===== src/include/mpct_params.svh =====
// Constants for the microstep phase current table
`ifndef MPCT_PARAMS_SVH
`define MPCT_PARAMS_SVH
`define MPCT_ENTRIES 16
`define MPCT_VAL_W 6
`define MPCT_POS_W 6
`define MPCT_IDX_W 4
`define MPCT_FULL_SCALE 6'h3f
`define MPCT_PEAK_ENTRY 4'hf
`define MPCT_HALF_CYCLE 6'h20
`define MPCT_QUARTER 6'h10
`define MPCT_DEFAULT_TABLE {6'h3f, 6'h3f, 6'h3e, 6'h3c, 6'h3a, 6'h37, 6'h34, 6'h30, \
  6'h2c, 6'h28, 6'h23, 6'h1d, 6'h17, 6'h12, 6'h0b, 6'h05}
`endif


===== src/include/mpct_pkg.sv =====
// Types for the microstep phase current table
`include "mpct_params.svh"
package mpct_pkg;
  typedef logic [`MPCT_VAL_W-1:0] mpct_val_t;
  typedef logic [`MPCT_POS_W-1:0] mpct_pos_t;
  typedef logic [`MPCT_IDX_W-1:0] mpct_idx_t;
  typedef mpct_val_t [`MPCT_ENTRIES-1:0] mpct_table_t;
endpackage


===== src/logic/mpct_table_store.sv =====
// Sixteen-entry profile store with sequential load
`timescale 1ns/1ps
`default_nettype none
`include "mpct_params.svh"
module mpct_table_store
  import mpct_pkg::*;
(
  input wire logic clk,
  input wire logic rst,
  input wire logic load_valid,
  input wire mpct_val_t load_value,
  input wire logic load_restart,
  output mpct_table_t table_q,
  output mpct_idx_t load_index
);
  typedef struct packed {
    mpct_table_t tbl;
    mpct_idx_t idx;
  } mpct_store_t;
  mpct_store_t st;
  mpct_store_t next_st;

  // Each write lands at the next index unless a restart in the same cycle drops it; index wraps after entry 15
  always_comb begin
    next_st = st;
    if (load_restart) begin
      next_st.idx = '0;
    end else if (load_valid) begin
      next_st.tbl[st.idx] = load_value;
      next_st.idx = st.idx + 4'h1;
    end
  end

  // Defaults stand until the host reprograms
  always_ff @(posedge clk or posedge rst) begin
    if (rst) begin
      st.tbl <= `MPCT_DEFAULT_TABLE;
      st.idx <= '0;
    end else begin
      st <= next_st;
    end
  end

  assign table_q = st.tbl;
  assign load_index = st.idx;

  property p_store_write;
    @(posedge clk) disable iff (rst)
      (load_valid && !load_restart) |=> (table_q[$past(load_index)] == $past(load_value));
  endproperty
  a_store_write: assert property (p_store_write) else $error("entry not stored");

  property p_store_order;
    @(posedge clk) disable iff (rst)
      (load_valid && !load_restart) |=> (load_index == $past(load_index) + 4'h1);
  endproperty
  a_store_order: assert property (p_store_order) else $error("load index not advanced");

  c_store_full: cover property (@(posedge clk) disable iff (rst) load_valid && load_index == 4'hf);
endmodule // mpct_table_store
`default_nettype wire


===== src/logic/mpct_phase_map.sv =====
// Maps a step position onto an entry index, zero flag and direction
`timescale 1ns/1ps
`default_nettype none
`include "mpct_params.svh"
module mpct_phase_map
  import mpct_pkg::*;
(
  input wire mpct_pos_t pos,
  output mpct_idx_t entry_idx,
  output logic zero,
  output logic reverse
);
  logic [4:0] q;
  logic [4:0] fold;

  // Fold the half cycle about its peak, then pick entry n-1
  always_comb begin
    q = pos[4:0];
    reverse = pos[5];
    zero = (q == 5'h00);
    fold = q[4] ? (5'h00 - q) : q;
    if (q == 5'h10) begin
      entry_idx = `MPCT_PEAK_ENTRY;
    end else begin
      entry_idx = fold[3:0] - 4'h1;
    end
  end
endmodule // mpct_phase_map
`default_nettype wire


===== src/logic/mpct_current_table.sv =====
// Top of the microstep phase current table lookup
`timescale 1ns/1ps
`default_nettype none
`include "mpct_params.svh"
module mpct_current_table
  import mpct_pkg::*;
(
  input wire logic clk,
  input wire logic rst,
  input wire logic load_valid,
  input wire mpct_val_t load_value,
  input wire logic load_restart,
  input wire mpct_pos_t step_pos,
  output mpct_val_t mag_a,
  output logic dir_a_rev,
  output mpct_val_t mag_b,
  output logic dir_b_rev,
  output logic full_scale_a,
  output logic full_scale_b
);
  // ==========================================================
  // Storage and mapping
  mpct_table_t table_q;
  mpct_idx_t load_index;
  mpct_pos_t pos_b;
  mpct_idx_t idx_a;
  mpct_idx_t idx_b;
  logic zero_a;
  logic zero_b;
  logic rev_a;
  logic rev_b;

  mpct_table_store u_store (
    .clk(clk),
    .rst(rst),
    .load_valid(load_valid),
    .load_value(load_value),
    .load_restart(load_restart),
    .table_q(table_q),
    .load_index(load_index)
  );

  // Phase B leads by a quarter cycle; wrap is natural in six bits
  assign pos_b = step_pos + `MPCT_QUARTER;

  mpct_phase_map u_map_a (
    .pos(step_pos),
    .entry_idx(idx_a),
    .zero(zero_a),
    .reverse(rev_a)
  );

  mpct_phase_map u_map_b (
    .pos(pos_b),
    .entry_idx(idx_b),
    .zero(zero_b),
    .reverse(rev_b)
  );

  // ==========================================================
  // Registered outputs
  typedef struct packed {
    mpct_val_t ma;
    logic ra;
    mpct_val_t mb;
    logic rb;
    logic fa;
    logic fb;
  } mpct_out_t;
  mpct_out_t st;
  mpct_out_t next_st;

  // Magnitude is never negated; only direction flips
  always_comb begin
    next_st.ma = zero_a ? '0 : table_q[idx_a];
    next_st.ra = rev_a;
    next_st.mb = zero_b ? '0 : table_q[idx_b];
    next_st.rb = rev_b;
    next_st.fa = (next_st.ma == `MPCT_FULL_SCALE);
    next_st.fb = (next_st.mb == `MPCT_FULL_SCALE);
  end

  // One cycle of lookup latency keeps outputs glitch free
  always_ff @(posedge clk or posedge rst) begin
    if (rst) begin
      st <= '0;
    end else begin
      st <= next_st;
    end
  end

  assign mag_a = st.ma;
  assign dir_a_rev = st.ra;
  assign mag_b = st.mb;
  assign dir_b_rev = st.rb;
  assign full_scale_a = st.fa;
  assign full_scale_b = st.fb;

  // ==========================================================
  // Checks
  property p_zero_a;
    @(posedge clk) disable iff (rst)
      (step_pos[4:0] == 5'h00) |=> (mag_a == 6'h00);
  endproperty
  a_zero_a: assert property (p_zero_a) else $error("phase A not zero at crossing");

  property p_zero_b;
    @(posedge clk) disable iff (rst)
      (step_pos[4:0] == 5'h10) |=> (mag_b == 6'h00);
  endproperty
  a_zero_b: assert property (p_zero_b) else $error("phase B not zero at crossing");

  property p_peak_a;
    @(posedge clk) disable iff (rst)
      (step_pos[4:0] == 5'h10) |=> (mag_a == $past(table_q[15]));
  endproperty
  a_peak_a: assert property (p_peak_a) else $error("phase A peak wrong");

  property p_low_a;
    @(posedge clk) disable iff (rst)
      (step_pos[4] == 1'b0 && step_pos[3:0] != 4'h0) |=> (mag_a == $past(table_q[step_pos[3:0] - 4'h1]));
  endproperty
  a_low_a: assert property (p_low_a) else $error("phase A rising entry wrong");

  property p_mirror_a;
    @(posedge clk) disable iff (rst)
      (step_pos[4] && step_pos[3:0] != 4'h0) |=> (mag_a == $past(table_q[4'hf - step_pos[3:0]]));
  endproperty
  a_mirror_a: assert property (p_mirror_a) else $error("phase A mirror wrong");

  property p_dir_a;
    @(posedge clk) disable iff (rst)
      1'b1 |=> (dir_a_rev == $past(step_pos[5]));
  endproperty
  a_dir_a: assert property (p_dir_a) else $error("phase A direction wrong");

  property p_shift_b;
    @(posedge clk) disable iff (rst)
      (step_pos == 6'h00) |=> (mag_b == $past(table_q[15]) && !dir_b_rev);
  endproperty
  a_shift_b: assert property (p_shift_b) else $error("phase B shift wrong");

  property p_full;
    @(posedge clk) disable iff (rst)
      1'b1 |-> (full_scale_a == (mag_a == 6'h3f));
  endproperty
  a_full: assert property (p_full) else $error("full scale flag wrong");

  // Phase B rising quarter takes entry n-1 of its own shifted position
  property p_low_b;
    @(posedge clk) disable iff (rst)
      (pos_b[4] == 1'b0 && pos_b[3:0] != 4'h0) |=> (mag_b == $past(table_q[pos_b[3:0] - 4'h1]));
  endproperty
  a_low_b: assert property (p_low_b) else $error("phase B rising entry wrong");

  // Phase B falling quarter mirrors about its peak
  property p_mirror_b;
    @(posedge clk) disable iff (rst)
      (pos_b[4] && pos_b[3:0] != 4'h0) |=> (mag_b == $past(table_q[4'hf - pos_b[3:0]]));
  endproperty
  a_mirror_b: assert property (p_mirror_b) else $error("phase B mirror wrong");

  // Peak entry also lands on phase B at its own peaks
  property p_peak_b;
    @(posedge clk) disable iff (rst)
      (step_pos[4:0] == 5'h00) |=> (mag_b == $past(table_q[15]));
  endproperty
  a_peak_b: assert property (p_peak_b) else $error("phase B peak wrong");

  // Direction of phase B follows the upper half of its shifted position
  property p_dir_b;
    @(posedge clk) disable iff (rst)
      1'b1 |=> (dir_b_rev == $past(pos_b[5]));
  endproperty
  a_dir_b: assert property (p_dir_b) else $error("phase B direction wrong");

  property p_full_b;
    @(posedge clk) disable iff (rst)
      1'b1 |-> (full_scale_b == (mag_b == 6'h3f));
  endproperty
  a_full_b: assert property (p_full_b) else $error("phase B full scale flag wrong");

  c_rev: cover property (@(posedge clk) disable iff (rst) dir_a_rev && mag_a != 6'h00);
  c_peak: cover property (@(posedge clk) disable iff (rst) full_scale_b);
  c_load: cover property (@(posedge clk) disable iff (rst) load_valid);
endmodule // mpct_current_table
`default_nettype wire


===== config.mk =====
export PLATFORM = sky130hd
export DESIGN_NAME = mpct_current_table
export DESIGN_NICKNAME = d
export VERILOG_FILES = /design/src/include/mpct_pkg.sv /design/src/logic/mpct_table_store.sv /design/src/logic/mpct_phase_map.sv /design/src/logic/mpct_current_table.sv
export VERILOG_INCLUDE_DIRS = /design/src /design/src/include
export SDC_FILE = /design/constraint.sdc
export NUM_CORES = 1
export LEC_CHECK = 0
export BUFFER_PORTS_ARGS = -buffer_cell sky130_fd_sc_hd__buf_2
export CAP_MARGIN = 25
export CORE_MARGIN = 2
export CORE_UTILIZATION = 45
export CTS_CLUSTER_SIZE = 16
export DETAILED_ROUTE_END_ITERATION = 16
export PLACE_DENSITY = 0.57
export SKIP_LAST_GASP = 1
export SLEW_MARGIN = 25
export SYNTH_ARGS = -nofsm -noshare
export SYNTH_HDL_FRONTEND = slang
export SYNTH_SLANG_ARGS = --single-unit
export TNS_END_PERCENT = 100

===== constraint.sdc =====
create_clock -name clk -period 6.95 [get_ports clk]
set_input_delay 0.3475 -clock clk [delete_from_list [all_inputs] [get_ports clk]]
set_output_delay 0.3475 -clock clk [all_outputs]
set_load 0.02 [all_outputs]

After elaboration in Yosys (flattened, before gate mapping)
Index checks and enable logic that the tools add are counted.
{"block": "word_totals", "register_bits": 116, "latchBits": 0, "ramBits": 0, "romBits": 0, "inputBits": 16, "output_inout_bits": 16, "elab_cells": 58, "n_memories": 0}
{"block": "classes", "add_sub_neg": 6, "mul": 0, "div_mod_pow": 0, "n_lt_le_gt_ge": 4, "eq_ne": 4, "shifts": 0, "muxes": 15, "n_bitwise": 1, "n_reduce_logical": 5}
{"op": "$bwmux W96", "count": 1}
{"op": "$bmux W6 S4", "count": 2}
{"op": "$mux W6", "count": 5}
{"op": "$demux W6 S4", "count": 1}
{"op": "$mux W4", "count": 6}
{"op": "$lt A4 B5 Y1 const B", "count": 3}
{"op": "$eq A6 B6 Y1 const B", "count": 2}
{"op": "$eq A5 B5 Y1 const B", "count": 2}
{"op": "$logic_not A5 Y1", "count": 2}
{"op": "$sub A1 B4 Y4 const A", "count": 2}
{"op": "$sub A4 B1 Y4 const B", "count": 2}
{"op": "$add A6 B5 Y6 const B", "count": 1}
{"op": "$add A4 B1 Y4 const B", "count": 1}
{"op": "$ge A4 B1 Y1 const B", "count": 1}
{"op": "$reduce_and A2 Y1", "count": 1}
{"op": "$reduce_bool A2 Y1", "count": 1}
{"op": "$logic_and A1 B1 Y1", "count": 1}
{"op": "$not A1 Y1", "count": 1}

Longest topological paths before layout
{"block": "depth", "depth_word": 9, "mapped_depth": 16, "depth_no_buf": 11}

Cells and area by module
Synthesis repeated with hierarchy kept, for this count alone.
{"block": "hier_totals", "cells_unflattened": 485, "area_unflattened_um2": 6695.2}
{"module": "mpct_table_store", "instances": 1, "cells_each": 248, "area_each_um2": 4113.9, "seq_area_each_um2": 2575.0}
{"module": "mpct_current_table", "instances": 1, "cells_each": 165, "area_each_um2": 2110.8, "seq_area_each_um2": 400.4}
{"module": "mpct_phase_map", "instances": 2, "cells_each": 36, "area_each_um2": 235.2, "seq_area_each_um2": 0.0}

Least setup slack after synthesis
No wires, ideal clock.
{"block": "synth_timing", "kind": "input to register", "startpoint": "input step_pos[0]", "endpoint": "register st, in the netlist full_scale_a", "setup_ps": 121, "t_arrival_ps": 3285, "required_time_ps": 6829, "slack_ps": 3544, "path_stages": 15, "path_buffers": 4, "cell_sequence": "buf_2 -> inv_1 -> clkbuf_1 -> ha_1 -> clkbuf_1 -> mux2i_1 -> ha_1 -> buf_2 -> inv_1 -> a21oi_1 -> mux2_2 -> mux2i_1 -> o22ai_1 -> nand3_1 -> and4b_1"}
{"item": "start, declared", "line_no": "mpct_current_table.sv:13", "text": "input wire mpct_pos_t step_pos,"}
{"item": "end signal, assigned", "line_no": "mpct_current_table.sv:88", "text": "st <= next_st;"}
{"item": "end, declared", "line_no": "mpct_current_table.sv:70", "text": "mpct_out_t st;"}

==> results.toml <==
[outcome]
outcome = "complete, no violations"

[worst_setup_path]
cp_num_cells = 12
path_class = "input port to flop"
crit_path_max_incr_delay_ns = 0.78
critPathLaunchType = "input port"
critPathTopFamily = "compound AO/OA/AOI/OAI gates"
startpoint = "step_pos[0]"
critical_path_peak_fanout = 24
worst-path-buf-inv = 3
path_common_cell = "ha_1"
r2r-start = "u_store.table_q[31]$_DFFE_PP1P_"
path_cells = "buf_2 > inv_1 > ha_1 > mux2i_1 > ha_1 > buf_4 > o21ai_2 > a2bb2oi_1 > a211oi_1 > o21ai_0 > o22ai_1 > and4_1"
cp_slowest_cell = "o21ai_2"
r2r-end = "full_scale_b$_DFF_PP0_"
reg2reg_slack_ns = 4.84
worstPathArrival_ns = 4.11
crit_end = "full_scale_b$_DFF_PP0_"
reg2reg_depth = 7
cp-end-kind = "flop"
worstPathRequired_ns = 7.30

[logic_synthesis]
synth_seq_area_share = 0.435
synth_edf_count = 0
syn_area_um2 = 6850
synth_largest_area_cell = "dfstp_2"
yosysUniqueCellTypes = 68
synth_top_flop_cell = "dfstp_2"
yosysTopAreaCellShare = 0.223
synth_common_cells = "110 x mux2_2, 58 x dfrtp_1, 58 x dfstp_2, 43 x nor2_1, 41 x nand2_1"
syn_nets = 659
yosys-top-cells-area = "dfstp_2 22%, dfrtp_1 21%, mux2_2 18%"
ys_seq_elements = 116
async_reset_ff_frac = 1.00
yosys_warnings = 0
synth.most_common_cell = "mux2_2"
postSynthCellCount = 636
postSynthAreaPerCell_um2 = 10.8

[placed_design]
hpwlAfterDp_um = 13300
dpl_worst_slack_ns = 2.79
port_buffers = 31
gp_congestion = 0.904
place_inst = 818

[floorplanning]
core_area_um2 = 15000
ios = 32
die_h_um = 127
row_count = 45
fp.dieArea_um2 = 16200
start_util = 0.455
die_x_um = 127

[clocking]
cts-resized-gates = 0
clk_path_buf_depth = 2
htree_levels = 4
post_cts_buffers = 0
ctsHoldBuffers = 0
clk_pin_slew_ns = 0.05
clkSinkCount = 116
cts_tree = "yes"
cts_made_buffers = 17
worstSkewPairLatency_ns = 0.42
cts_root_buf = "clkbuf_16"

[timing]
finalSetupViolations = 0
skew_ns = 0.00849
setup_tns_ns = 0
finalWorstPathRequiredPeriod_ns = 3.76
slew_headroom = 0.287
period_share = 0.541
rsz0062_at_grt = "no"
slew_viol_final = 0
holdWs_ns = 0.0584
tightest_slew_ns = 1.07
max_freq_mhz = 266
hold_violations = 0
layout_setup_ws_ns = 3.19

[drt]
met1_length_um = 9110
drt-pass1-iter-count = 5
vias_per_cell = 6.22
routedWlPerCell_um = 23.3
drc = 0
antenna_left = 0
routed.top_layer = "met4"
via_count = 5289
wirelength_um = 19800
route.met3.wl_um = 1160
first_iter_violations = 480
wl_met2_um = 8930

[finish]
area_delta_synth_final_pct = 13.6
fin_cells = 850
fin_nets = 672
drive_gt1_frac = 0.391
fill_cells = 1316
multi_input_area_um2 = 3610
seqCellArea_um2 = 2980
antenna_cells = 0

[job]
drv_cap = 0

[hold_path]
hp-class = "input port to flop"

[global_routing]
grt_pass1_wl_um = 31000
grt_max_degree = 69
grt_overflow = 0
grt_pass1_vias = 5338
grt.total_usage = 0.253
antenna_found_initial = 0

[power]
power.density_nw_per_um2 = 283
leakage_nw = 3.30
vdd_ir_drop_max_mv = 0.193
[worst reg2reg max path: cells and delay by family (launching register included)]
family | cells | cell delay [ns]
and+or+nand+nor | 1 | 0.25
DFF | 1 | 0.53
AOI/OAI and AO/OA | 5 | 1.19
buffers and inverters | 1 | 0.06
[area by class of cell]
cell class	count	share of cell area
Multi-Input combinational cell	456	0.464
Inverter	16	0.00804
Clock buffer	20	0.0587
Tap cell	188	0.0302
Timing Repair Buffer	42	0.0306
Clock inverter	12	0.0257
Sequential cell	116	0.383
[report_power, final]
part | leakage [nW] | switching (mW) | internal, mW
logic | 1.64 | 0.241 | 0.165
clock network | 0.313 | 0.325 | 0.655
registers | 1.35 | 0.0519 | 0.760
total | 3.30 | 0.618 | 1.58
[cell families (layout without fill, tap and decap cells)]
family	count (synthesis)	after routing	share of synthesized area
buffers and inverters	64	90	0.0433
adders and majority gates	7	7	0.0128
DFF	116	116	0.435
and+or+nand+nor	141	141	0.103
AOI/OAI and AO/OA	154	154	0.157
xor gates and xnor gates	7	7	0.0101
muxes	147	147	0.239
[metal layers]
layer | vias up | global-route usage
met5 | - | 0
met4 | 0 | 0.107
met3 | 37 | 0.0637
met2 | 185 | 0.393
met1 | 2658 | 0.340
li1 | 2409 | -
[stage by stage]
step	utilization	cell area, um^2	power [mW]
detailed placement	0.473	7110	1.22
global route	0.517	7780	2.28
CTS	0.517	7770	2.20
global placement	0.473	7110	1.21
floorplan	-	6850	1.10
finish	0.517	7780	2.20
[state kept, by name, indices dropped and copies added, names as in the netlist]
register            cells
full_scale_a            1
dir_b_rev               1
full_scale_b            1
mag_a                   6
dir_a_rev               1
mag_b                   6
u_store.load_index      4
u_store.table_q        96
[cells in the final DEF, fill, tap and decap left out, types with 5 or more instances in the layout]
master,instances
nor3b_1,6
ha_1,6
a211oi_1,8
clkbuf_16,17
nor2b_1,6
nor3_1,5
a21oi_1,32
o21ai_0,20
a2bb2oi_1,5
mux2_2,110
o211ai_1,7
o221ai_1,6
bufinv_16,5
nand2b_1,6
dfstp_2,58
nand2_1,41
inv_1,15
nor2_1,43
dfrtp_1,58
o22ai_1,18
a221o_1,6
mux2i_1,35
a31oi_1,11
buf_2,31
buf_4,11
nand3_1,12
a22oi_1,7
[worst min path at each step]
stage	slack, ns	cells past startpoint	to	startpoint
3_5_place_dp	0.48	1	dir_a_rev$_DFF_PP0_	step_pos[5]
2_1_floorplan	0.38	0	dir_a_rev$_DFF_PP0_	step_pos[5]
5_1_grt	0.05	1	dir_a_rev$_DFF_PP0_	step_pos[5]
3_3_place_gp	0.48	1	dir_a_rev$_DFF_PP0_	step_pos[5]
4_1_cts	0.05	1	dir_a_rev$_DFF_PP0_	step_pos[5]
6_report	0.06	1	dir_a_rev$_DFF_PP0_	step_pos[5]
Power figures use the tool's default switching activity.
